<file path="src/hdl/adcseq_defs.svh">
/*
 Register offsets, field positions, reset values and timing counts of the conversion sequencer.
 Assumes APB with 8-bit byte addresses and 32-bit data.
*/
`ifndef ADCSEQ_DEFS_SVH
`define ADCSEQ_DEFS_SVH

`define ADCSEQ_OFF_CTRL 8'h00
`define ADCSEQ_OFF_CLKDIV 8'h04
`define ADCSEQ_OFF_TRIG 8'h08
`define ADCSEQ_OFF_CHAN 8'h0C
`define ADCSEQ_OFF_STATUS 8'h10
`define ADCSEQ_OFF_RESULT 8'h14
`define ADCSEQ_OFF_PREV 8'h18
`define ADCSEQ_OFF_ACC 8'h1C
`define ADCSEQ_OFF_ERR 8'h20
`define ADCSEQ_OFF_SETPT 8'h24
`define ADCSEQ_OFF_THRESH 8'h28

`define ADCSEQ_CTRL_ON 0
`define ADCSEQ_CTRL_GO 1
`define ADCSEQ_CTRL_RC 2
`define ADCSEQ_CTRL_RJUST 3
`define ADCSEQ_CTRL_REPEAT 4
`define ADCSEQ_CTRL_KEEP 5
`define ADCSEQ_CTRL_DOUBLE_SAMPLE_ENABLE 6
`define ADCSEQ_CTRL_IE 7

`define ADCSEQ_ST_DONE 0
`define ADCSEQ_ST_COMPUTATION_FLAG 1
`define ADCSEQ_ST_THR 2
`define ADCSEQ_ST_PDOWN 3

`define ADCSEQ_TRG_OFF 5'h00
`define ADCSEQ_TRG_CHWR 5'h1F
`define ADCSEQ_TRG_RESRD 5'h1D
`define ADCSEQ_TRG_ERRRD 5'h1C

`define ADCSEQ_RST_CLKDIV 7'h00
`define ADCSEQ_RST_THRESH 13'h0000

`define ADCSEQ_CLK_MHZ 125
`define ADCSEQ_INSTR_NS 32
`define ADCSEQ_INSTR_CYC ((`ADCSEQ_INSTR_NS * `ADCSEQ_CLK_MHZ + 999) / 1000)
`define ADCSEQ_RC_TAD_NS 2000
`define ADCSEQ_RC_TAD_CYC ((`ADCSEQ_RC_TAD_NS * `ADCSEQ_CLK_MHZ) / 1000)

`endif

</file>
<file path="src/hdl/adcseq_pkg.sv">
/*
 Types of the conversion sequencer.
 Assumes nothing beyond a SystemVerilog compiler.
*/
package adcseq_pkg;
   typedef enum logic [3:0] {
      ST_IDLE = 4'h1,
      ST_WAIT = 4'h2,
      ST_CONV = 4'h4,
      ST_CALC = 4'h8
   } adcseq_state_e;
endpackage : adcseq_pkg

</file>
<file path="src/hdl/adcseq_clkdiv.sv">
/*
 Enable-pulse divider: one-cycle tick every period_m1+1 clocks while run is high.
 Assumes one clock domain.
*/
`timescale 1ns/1ps
module adcseq_clkdiv #(
   parameter int W = 8
) (
   input wire logic clk, // System clock
   input wire logic rstn, // Async reset, active low
   input wire logic run, // Divider runs while high
   input wire logic [W-1:0] period_m1, // Period minus one
   output logic tick // One-cycle enable pulse
);
   logic [W-1:0] cnt_r;
   logic [W-1:0] cnt_nxt;
   logic tick_nxt;

   always_comb begin
      cnt_nxt = cnt_r;
      tick_nxt = 1'b0;
      if (!run) begin
         cnt_nxt = '0;
      end else if (cnt_r >= period_m1) begin
         cnt_nxt = '0;
         tick_nxt = 1'b1;
      end else begin
         cnt_nxt = W'(cnt_r + 1'b1);
      end
   end

   always_ff @(posedge clk or negedge rstn) begin
      if (!rstn) begin
         cnt_r <= '0;
         tick <= 1'b0;
      end else begin
         cnt_r <= cnt_nxt;
         tick <= tick_nxt;
      end
   end
endmodule : adcseq_clkdiv

</file>
<file path="src/hdl/adcseq_top.sv">
/*
 Successive-approximation conversion sequencer with APB registers: clock choice, start sources,
 completion actions, abort, sleep handling and result formatting.
 Assumes an external comparator answering dac_trial on cmp_in, and synchronous trigger inputs.
*/
// Contract
// - System clock path divides by 2*n, n from 1 to 128 by divider select.
// - Source select 1 runs conversion timing from the RC period, a pclk divide by RC_TAD_CYC.
// - Done flag sets at every conversion end regardless of interrupt enable.
// - In sleep only the RC clock starts conversions; other sources do not, but one already running finishes.
// - Completion in sleep with interrupt enabled raises a wake-up request.
// - Result reads left or right justified per the justify select bit.
// - Software result writes are stored right justified regardless of format.
// - With module on, start by go write, external trigger or repeat retrigger.
// - At completion old result goes to previous register if keep bit set.
// - Completion clears go unless repeat, sets done and computation_flag flags, updates accumulator.
// - Error and threshold evaluated every conversion, or every second with double sampling.
// - Error and threshold are computed after the conversion finishes.
// - Clearing go mid-conversion loads partial result filled with last bit.
// - Reset restores all registers, turns module off, abandons conversion.
// - RC clock delays conversion start by one instruction cycle.
// - Sleep completion without interrupt enable powers down, on bit stays set.
// - Trigger in sleep with RC clock converts and sets done flag.
// - Trigger in sleep without RC clock is latched until sleep ends.
// - Rising edge of selected trigger source sets go in hardware.
// - Five-bit trigger select: 00000 disables, 11111 uses channel register write.
`timescale 1ns/1ps
`include "adcseq_defs.svh"
module adcseq_top #(
   parameter int RC_TAD_CYC = `ADCSEQ_RC_TAD_CYC,
   parameter int INSTR_CYC = `ADCSEQ_INSTR_CYC
) (
   input wire logic pclk, // System clock
   input wire logic presetn, // Async reset, active low
   input wire logic psel, // APB select
   input wire logic penable, // APB enable
   input wire logic pwrite, // APB direction
   input wire logic [7:0] paddr, // APB byte address
   input wire logic [31:0] pwdata, // APB write data
   output logic [31:0] prdata, // APB read data
   output logic pready, // APB ready
   output logic pslverr, // APB error on unmapped address
   input wire logic [31:0] trig_in, // Trigger sources by select code
   input wire logic sleep_mode, // Device is in sleep
   input wire logic cmp_in, // Comparator: input at or above trial
   output logic [11:0] dac_trial, // Trial code under test
   output logic done_flag, // Conversion done flag
   output logic threshold_flag, // Threshold flag
   output logic wake_req // Wake-up request
);
   ////////////////////////////////////////////////////////////////////////////////
   logic setup, acc_ph, wr, rd, hit;
   logic [31:0] rd_mux;
   logic [31:0] prdata_nxt;
   logic on_r, go_r, cs_r, rjust_r, rep_r, keep_r, double_sample_enable_r, ie_r;
   logic on_nxt, go_nxt, cs_nxt, rjust_nxt, rep_nxt, keep_nxt, double_sample_enable_nxt, ie_nxt;
   logic [6:0] clkdiv_r, clkdiv_nxt;
   logic [4:0] trgsel_r, trgsel_nxt;
   logic [5:0] chan_r, chan_nxt;
   logic done_nxt, computation_flag_r, computation_flag_nxt, thr_nxt, pdown_r, pdown_nxt, wake_nxt;
   logic pend_r, pend_nxt, pair_r, pair_nxt, calc_r, calc_nxt, last_r, last_nxt, trig_q_r;
   logic [11:0] result_r, result_nxt, prev_r, prev_nxt, sar_r, sar_nxt, setpt_r, setpt_nxt, dac_nxt, fin;
   logic [17:0] acc_r, acc_nxt;
   logic [12:0] err_r, err_nxt, thresh_r, thresh_nxt;
   logic [3:0] bit_r, bit_nxt;
   logic [2:0] dly_r, dly_nxt;
   adcseq_pkg::adcseq_state_e state_r, state_nxt;
   logic sys_tick, rc_tick, tick, trig_edge, sw_trig, allowed, cmpl, cmpl_sleep;

   assign setup = psel & ~penable;
   assign acc_ph = psel & penable & pready;
   assign wr = acc_ph & pwrite;
   assign rd = acc_ph & ~pwrite;

   ////////////////////////////////////////////////////////////////////////////////
   // Conversion timing enables; both run on pclk so no crossing can drop a start
   adcseq_clkdiv #(.W(8)) u_sysdiv (
      .clk(pclk),
      .rstn(presetn),
      .run(on_r & ~cs_r & (state_r == adcseq_pkg::ST_CONV)), // Restarts per conversion: full first period
      .period_m1({clkdiv_r, 1'b1}), // 2*n-1 for n = field+1
      .tick(sys_tick)
   );
   adcseq_clkdiv #(.W(8)) u_rcdiv (
      .clk(pclk),
      .rstn(presetn),
      .run(on_r & cs_r & (state_r == adcseq_pkg::ST_CONV)),
      .period_m1(8'(RC_TAD_CYC - 1)),
      .tick(rc_tick)
   );
   assign tick = cs_r ? rc_tick : sys_tick;

   ////////////////////////////////////////////////////////////////////////////////
   // Register read mux, registered in the setup phase so every access has zero waits
   always_comb begin
      hit = 1'b1;
      rd_mux = 32'h0000_0000;
      case (paddr)
         `ADCSEQ_OFF_CTRL: rd_mux[7:0] = {ie_r, double_sample_enable_r, keep_r, rep_r, rjust_r, cs_r, go_r, on_r};
         `ADCSEQ_OFF_CLKDIV: rd_mux[6:0] = clkdiv_r;
         `ADCSEQ_OFF_TRIG: rd_mux[4:0] = trgsel_r;
         `ADCSEQ_OFF_CHAN: rd_mux[5:0] = chan_r;
         `ADCSEQ_OFF_STATUS: rd_mux[3:0] = {pdown_r, threshold_flag, computation_flag_r, done_flag};
         `ADCSEQ_OFF_RESULT: rd_mux[15:0] = rjust_r ? {4'h0, result_r} : {result_r, 4'h0};
         `ADCSEQ_OFF_PREV: rd_mux[11:0] = prev_r;
         `ADCSEQ_OFF_ACC: rd_mux[17:0] = acc_r;
         `ADCSEQ_OFF_ERR: rd_mux[12:0] = err_r;
         `ADCSEQ_OFF_SETPT: rd_mux[11:0] = setpt_r;
         `ADCSEQ_OFF_THRESH: rd_mux[12:0] = thresh_r;
         default: hit = 1'b0;
      endcase
      prdata_nxt = setup ? rd_mux : prdata;
   end

   always_ff @(posedge pclk or negedge presetn) begin
      if (!presetn) begin
         prdata <= 32'h0000_0000;
         pready <= 1'b0;
         pslverr <= 1'b0;
      end else begin
         prdata <= prdata_nxt;
         pready <= setup;
         pslverr <= setup & ~hit;
      end
   end

   ////////////////////////////////////////////////////////////////////////////////
   // Start sources
   always_comb begin
      trig_edge = 1'b0;
      sw_trig = 1'b0;
      case (trgsel_r)
         `ADCSEQ_TRG_OFF: trig_edge = 1'b0;
         `ADCSEQ_TRG_CHWR: sw_trig = wr & (paddr == `ADCSEQ_OFF_CHAN);
         `ADCSEQ_TRG_RESRD: sw_trig = rd & (paddr == `ADCSEQ_OFF_RESULT);
         `ADCSEQ_TRG_ERRRD: sw_trig = rd & (paddr == `ADCSEQ_OFF_ERR);
         default: trig_edge = trig_in[trgsel_r] & ~trig_q_r;
      endcase
   end
   assign allowed = ~sleep_mode | cs_r;

   ////////////////////////////////////////////////////////////////////////////////
   always_comb begin
      {on_nxt, go_nxt, cs_nxt, rjust_nxt} = {on_r, go_r, cs_r, rjust_r};
      {rep_nxt, keep_nxt, double_sample_enable_nxt, ie_nxt} = {rep_r, keep_r, double_sample_enable_r, ie_r};
      clkdiv_nxt = clkdiv_r;
      trgsel_nxt = trgsel_r;
      chan_nxt = chan_r;
      done_nxt = done_flag;
      computation_flag_nxt = computation_flag_r;
      thr_nxt = threshold_flag;
      pdown_nxt = pdown_r;
      wake_nxt = wake_req & sleep_mode;
      pend_nxt = pend_r;
      pair_nxt = pair_r;
      calc_nxt = calc_r;
      last_nxt = last_r;
      result_nxt = result_r;
      prev_nxt = prev_r;
      sar_nxt = sar_r;
      setpt_nxt = setpt_r;
      acc_nxt = acc_r;
      err_nxt = err_r;
      thresh_nxt = thresh_r;
      bit_nxt = bit_r;
      dly_nxt = dly_r;
      state_nxt = state_r;
      cmpl = 1'b0;
      fin = sar_r;
      if (wr) begin
         case (paddr)
            `ADCSEQ_OFF_CTRL: begin
               on_nxt = pwdata[`ADCSEQ_CTRL_ON];
               go_nxt = pwdata[`ADCSEQ_CTRL_GO] & on_r; // A go in the turn-on write is dropped
               cs_nxt = pwdata[`ADCSEQ_CTRL_RC];
               rjust_nxt = pwdata[`ADCSEQ_CTRL_RJUST];
               rep_nxt = pwdata[`ADCSEQ_CTRL_REPEAT];
               keep_nxt = pwdata[`ADCSEQ_CTRL_KEEP];
               double_sample_enable_nxt = pwdata[`ADCSEQ_CTRL_DOUBLE_SAMPLE_ENABLE];
               ie_nxt = pwdata[`ADCSEQ_CTRL_IE];
               pdown_nxt = 1'b0;
            end
            `ADCSEQ_OFF_CLKDIV: clkdiv_nxt = pwdata[6:0];
            `ADCSEQ_OFF_TRIG: trgsel_nxt = pwdata[4:0];
            `ADCSEQ_OFF_CHAN: chan_nxt = pwdata[5:0];
            `ADCSEQ_OFF_STATUS: begin
               done_nxt = done_flag & ~pwdata[`ADCSEQ_ST_DONE];
               computation_flag_nxt = computation_flag_r & ~pwdata[`ADCSEQ_ST_COMPUTATION_FLAG];
               thr_nxt = threshold_flag & ~pwdata[`ADCSEQ_ST_THR];
            end
            `ADCSEQ_OFF_RESULT: result_nxt = pwdata[11:0];
            `ADCSEQ_OFF_SETPT: setpt_nxt = pwdata[11:0];
            `ADCSEQ_OFF_THRESH: thresh_nxt = pwdata[12:0];
            default: ;
         endcase
      end
      if (on_r & (trig_edge | sw_trig)) begin
         pend_nxt = 1'b1; // Held through sleep until converting is allowed
      end
      case (state_r)
         adcseq_pkg::ST_IDLE: begin
            if (on_r & ~pdown_r & allowed & (go_nxt | pend_r)) begin // Go clear in same cycle wins unless a trigger is pending
               go_nxt = 1'b1;
               pend_nxt = 1'b0;
               bit_nxt = 4'hB;
               sar_nxt = 12'h000;
               last_nxt = 1'b0;
               dly_nxt = 3'(INSTR_CYC - 1);
               state_nxt = cs_r ? adcseq_pkg::ST_WAIT : adcseq_pkg::ST_CONV;
            end
         end
         adcseq_pkg::ST_WAIT: begin
            if (!go_nxt) begin
               state_nxt = adcseq_pkg::ST_IDLE;
            end else if (dly_r == 3'h0) begin
               state_nxt = adcseq_pkg::ST_CONV;
            end else begin
               dly_nxt = 3'(dly_r - 1'b1);
            end
         end
         adcseq_pkg::ST_CONV: begin
            if (!go_nxt) begin
               fin = sar_r | ({12{last_r}} & 12'(12'(12'h002 << bit_r) - 12'h001));
               cmpl = 1'b1;
            end else if (tick) begin
               sar_nxt[bit_r] = cmp_in;
               last_nxt = cmp_in;
               fin = sar_nxt;
               if (bit_r == 4'h0) begin
                  cmpl = 1'b1;
               end else begin
                  bit_nxt = 4'(bit_r - 1'b1);
               end
            end
         end
         adcseq_pkg::ST_CALC: begin
            if (calc_r) begin // Runs one cycle after completion
               err_nxt = double_sample_enable_r ? 13'({1'b0, result_r} - {1'b0, prev_r}) : 13'({1'b0, result_r} - {1'b0, setpt_r});
               if ($signed(err_nxt) > $signed(thresh_r)) begin
                  thr_nxt = 1'b1;
               end
            end
            state_nxt = adcseq_pkg::ST_IDLE;
         end
         default: state_nxt = adcseq_pkg::ST_IDLE;
      endcase
      if (cmpl) begin
         if (keep_r) begin
            prev_nxt = result_r;
         end
         result_nxt = fin;
         done_nxt = 1'b1;
         computation_flag_nxt = 1'b1;
         acc_nxt = 18'(acc_r + {6'h00, fin});
         go_nxt = go_nxt & rep_r; // Kept high for the repeat retrigger
         pair_nxt = double_sample_enable_r & ~pair_r; // Pairing restarts while double sampling is off
         calc_nxt = ~double_sample_enable_r | pair_r;
         state_nxt = adcseq_pkg::ST_CALC;
         if (sleep_mode & ie_r) begin
            wake_nxt = 1'b1;
         end
         if (sleep_mode & ~ie_r) begin
            pdown_nxt = 1'b1; // On bit untouched
         end
      end
      if (!on_r) begin
         go_nxt = 1'b0;
         pend_nxt = 1'b0;
         state_nxt = adcseq_pkg::ST_IDLE;
      end
      dac_nxt = (state_nxt == adcseq_pkg::ST_CONV) ? (sar_nxt | 12'(12'h001 << bit_nxt)) : 12'h000;
   end
   assign cmpl_sleep = cmpl & sleep_mode;

   // Reset returns every register to its reset value and drops any conversion
   always_ff @(posedge pclk or negedge presetn) begin
      if (!presetn) begin
         {on_r, go_r, cs_r, rjust_r, rep_r, keep_r, double_sample_enable_r, ie_r} <= 8'h00;
         clkdiv_r <= `ADCSEQ_RST_CLKDIV;
         trgsel_r <= `ADCSEQ_TRG_OFF;
         chan_r <= 6'h00;
         {done_flag, computation_flag_r, threshold_flag, pdown_r, wake_req} <= 5'h00;
         {pend_r, pair_r, calc_r, last_r, trig_q_r} <= 5'h00;
         result_r <= 12'h000;
         prev_r <= 12'h000;
         sar_r <= 12'h000;
         setpt_r <= 12'h000;
         acc_r <= 18'h00000;
         err_r <= 13'h0000;
         thresh_r <= `ADCSEQ_RST_THRESH;
         bit_r <= 4'h0;
         dly_r <= 3'h0;
         dac_trial <= 12'h000;
         state_r <= adcseq_pkg::ST_IDLE;
      end else begin
         {on_r, go_r, cs_r, rjust_r} <= {on_nxt, go_nxt, cs_nxt, rjust_nxt};
         {rep_r, keep_r, double_sample_enable_r, ie_r} <= {rep_nxt, keep_nxt, double_sample_enable_nxt, ie_nxt};
         clkdiv_r <= clkdiv_nxt;
         trgsel_r <= trgsel_nxt;
         chan_r <= chan_nxt;
         {done_flag, computation_flag_r, threshold_flag, pdown_r, wake_req} <= {done_nxt, computation_flag_nxt, thr_nxt, pdown_nxt, wake_nxt};
         {pend_r, pair_r, calc_r, last_r, trig_q_r} <= {pend_nxt, pair_nxt, calc_nxt, last_nxt, trig_in[trgsel_r]};
         result_r <= result_nxt;
         prev_r <= prev_nxt;
         sar_r <= sar_nxt;
         setpt_r <= setpt_nxt;
         acc_r <= acc_nxt;
         err_r <= err_nxt;
         thresh_r <= thresh_nxt;
         bit_r <= bit_nxt;
         dly_r <= dly_nxt;
         dac_trial <= dac_nxt;
         state_r <= state_nxt;
      end
   end
endmodule : adcseq_top

</file>
<file path="config.mk">
export PLATFORM = sky130hd
export DESIGN_NAME = adcseq_top
export DESIGN_NICKNAME = d
export VERILOG_FILES = /design/src/hdl/adcseq_pkg.sv /design/src/hdl/adcseq_clkdiv.sv /design/src/hdl/adcseq_top.sv
export VERILOG_INCLUDE_DIRS = /design/src /design/src/hdl
export SDC_FILE = /design/constraint.sdc
export NUM_CORES = 1
export LEC_CHECK = 0
export ABC_AREA = 0
export BUFFER_PORTS_ARGS = -buffer_cell sky130_fd_sc_hd__buf_2
export CORE_MARGIN = 1
export CORE_UTILIZATION = 38
export CTS_CLUSTER_SIZE = 12
export DETAILED_ROUTE_END_ITERATION = 16
export MAX_ROUTING_LAYER = met4
export PLACE_DENSITY_LB_ADDON = 0.08
export SETUP_SLACK_MARGIN = 0.5
export SYNTH_ARGS = -nofsm -noshare
export SYNTH_HDL_FRONTEND = slang
export SYNTH_SLANG_ARGS = --single-unit
export TNS_END_PERCENT = 100
</file>
<file path="constraint.sdc">
create_clock -name pclk -period 5.66 [get_ports pclk]
set_input_delay 0.283 -clock pclk [delete_from_list [all_inputs] [get_ports pclk]]
set_output_delay 0.283 -clock pclk [all_outputs]
set_load 0.01 [all_outputs]
</file>
==> out/results.ini <==
[setup_path]
reg2reg_depth = 17
path_buf_inv = 1
worst_setup_path_end_kind = flop
path_max_fanout = 10
crit_required_ns = 6.00
arrival_ns = 5.10
path_cells = inv_1 > ha_1 > or3b_2 > ha_1 > nor2b_1 > o21ai_0 > a21oi_1 > o31ai_1 > o21ai_0 > ha_1 > nand2_1 > o21ai_0 > a311oi_1 > o21a_1 > nor3_1 > nand3_1 > xnor2_1
rrSetupSlack_ns = 0.90
path_delay_family = compound AO/OA/AOI/OAI gates
critPathLaunchType = flop
cp-endpoint = acc_r[15]
critPathSlowestCell = or3b_2
reg2reg_to = acc_r[15]
critical_path_depth = 17
crit_type = reg -> reg
slowest_delay_ns = 0.57
r2r-start = bit_r[0]
crit_start = bit_r[0]

[synthesis]
syn_avg_cell_area_um2 = 9.66
synth_commonest_cells = dfrtp_1 (188), nand2_1 (136), nor2_1 (85)
synth_warnings = 0
yosys.area.top_type_share_pct = 41.4
synth.distinct_cells = 85
yosysSeqAreaShare_pct = 41.6
syn-cell-area_mm2 = 0.0114
synth_edf_count = 0
synth_most_common_cell = dfrtp_1
yosys.area_share.simple_pct = 15.0
ys.flop_type = dfrtp_1
synthXorXnorAreaFrac_pct = 2.93
synth_top_family_by_area = compound AO/OA/AOI/OAI gates
muxShareOfSynthArea_pct = 12.3
ys_ff_latch = 189
synth-async-reset-ratio_pct = 100
synth_area_leaders = dfrtp_1 (41%), mux2_2 (7.5%), ha_1 (6.2%)
syn_inst = 1178
synth_compound_area_share_pct = 16.8
synthAdderAreaFrac_pct = 6.51
yosys.area.top_type = dfrtp_1

[pwr]
power_density_mw_per_mm2 = 224
power_leakage_nw = 5.86
ir_drop_v = 0.000205

[die]
ios = 128
die_h_um = 175
rows = 62
initial_core_util_pct = 39.1
core-area_mm2 = 0.0291
die_w_um = 175
dieArea_mm2 = 0.0306

[sta]
worst_pin_slew_ns = 1.00
setup_slack_ns = 0.902
relSlewSlack_pct = 33.0
setup_viol_count_final = 0
fin_skew_ns = 0.0164
tns_ns = 0
min_period_over_period_pct = 84.1
rsz0062_at_grt = no
min_period_ns = 4.76
drv_slew = 0
clock.fmax_ghz = 0.210
finalHoldViolations = 0

[route]
num_vias = 9322
post_drt_via_cell_ratio = 5.67
firstDrtPassIters = 5
antenna_left = 0
post_drt_wl_per_cell_um = 20.6
drc_errors = 0
routed_wl_mm = 33.9
drtIter0Drc = 613

[clock_network]
cts.path.max_buffers = 2
clk_pin_slew_worst_paths_ns = 0.09
cts.sinks = 189
htree_levels = 4
cts_resized = 0
cts_buffers = 17
cts_setup_buffers = 0
ctsHoldBuffers = 1
cts_tree = built
insertion_delay_ns = 0.46
cts_root_buf = clkbuf_16

[status]
status = completed

[global_route]
grt_use_met3_pct = 3.68
antenna_found_initial = 0
met1_usage_pct = 31.6
grt_pass1_vias = 9136
top_usage_layer = met2
met2_usage_pct = 36.1
grt_pass1_wl_mm = 53.1
grt_max_degree = 105
overflow = 0
track_usage_pct = 23.3

[flow_run]
max-cap-violations = 0

[finish]
area_delta_synth_final_pct = 12.6
final_nets = 1384
drive_gt1_share_pct = 20.0
antenna-diode-count = 0

[min_path]
hp-class = in -> reg

[placement]
portBuffers = 94
hpwl_mm = 24.7
globalplace.congestion = 0.868
post-place-ws_ns = 0.911

==> cell usage in the layout (no fill, tap or decap), drive strengths merged, types with 16 or more instances in the layout <==
master / instances
a21o: 19
dfrtp: 188
xnor2: 22
clkbuf: 18
ha: 56
inv: 58
xor2: 16
o21ai: 72
nand3: 50
buf: 106
a21oi: 61
mux2: 76
nand2: 137
nor3: 23
a31oi: 22
mux2i: 32
nor2: 87
==> worst min-delay path by stage <==
stage	from	end	cells past startpoint	slack, ns
floorplan	presetn	acc_r[0]	0	-0.01
global placement	prdata[17]	prdata[17]	2	0.45
detailed placement	prdata[17]	prdata[17]	2	0.45
CTS	pwdata[12]	thresh_r[12]	2	0.04
global route	pwdata[12]	thresh_r[12]	2	0.05
finish	pwdata[12]	thresh_r[12]	2	0.05
==> cell type report <==
| type | count | area, um2 |
|---|---|---|
| multi-input combinational | 877 | 6160 |
| fill | 2846 | 16300 |
| clock inverter | 15 | 225 |
| timing repair buffer | 108 | 587 |
| clock buffer | 17 | 425 |
| inverter | 54 | 205 |
| sequential | 189 | 4730 |
| tap | 384 | 480 |
==> cells by family (layout without fill, tap and decap cells) <==
| logic type | after synthesis | in the layout |
|---|---|---|
| flops | 189 | 189 |
| xor+xnor | 38 | 38 |
| fa+ha+maj | 58 | 58 |
| simple gates | 365 | 365 |
| mux | 118 | 118 |
| compound gates | 284 | 284 |
| other cells | 1 | 14 |
| buf+inv | 125 | 194 |
==> report_power, final <==
part / internal (mW) / total [mW] / leakage, nW / switching (mW)
Combinational: 0.0563 / 0.154 / 3.00 / 0.0981
Sequential: 1.36 / 1.37 / 2.54 / 0.00974
Clock: 0.724 / 1.34 / 0.317 / 0.615
Total: 2.14 / 2.87 / 5.86 / 0.723
==> metrics by stage <==
stage	hold WS, ns	cell area, um2	instances	power, mW	utilization [%]
after global placement	0.446	12200	1611	1.56	41.8
final	0.0491	12800	1644	2.87	44.0
after detailed placement	0.452	12200	1611	1.56	41.8
after CTS	0.0442	12800	1644	2.90	44.0
after global routing	0.0549	12800	1644	2.97	44.0
after floorplan	-0.0126	11400	1191	1.47	-
==> flip-flops by register name, indices dropped and copies added, names as in the netlist, 5 cells and up <==
signal / flops
err_r: 13
chan_r: 6
prdata: 18
setpt_r: 12
clkdiv_r: 7
u_sysdiv.cnt_r: 8
thresh_r: 13
sar_r: 12
u_rcdiv.cnt_r: 8
trgsel_r: 5
prev_r: 12
dac_trial: 12
result_r: 12
acc_r: 18
==> layer usage <==
metal	vias up	share of wire, %
met4	0	2.2
met5	-	0
met2	216	47
met3	41	4.4
met1	4678	47
li1	4387	-
No activity file was read; power rests on OpenSTA's default activity.
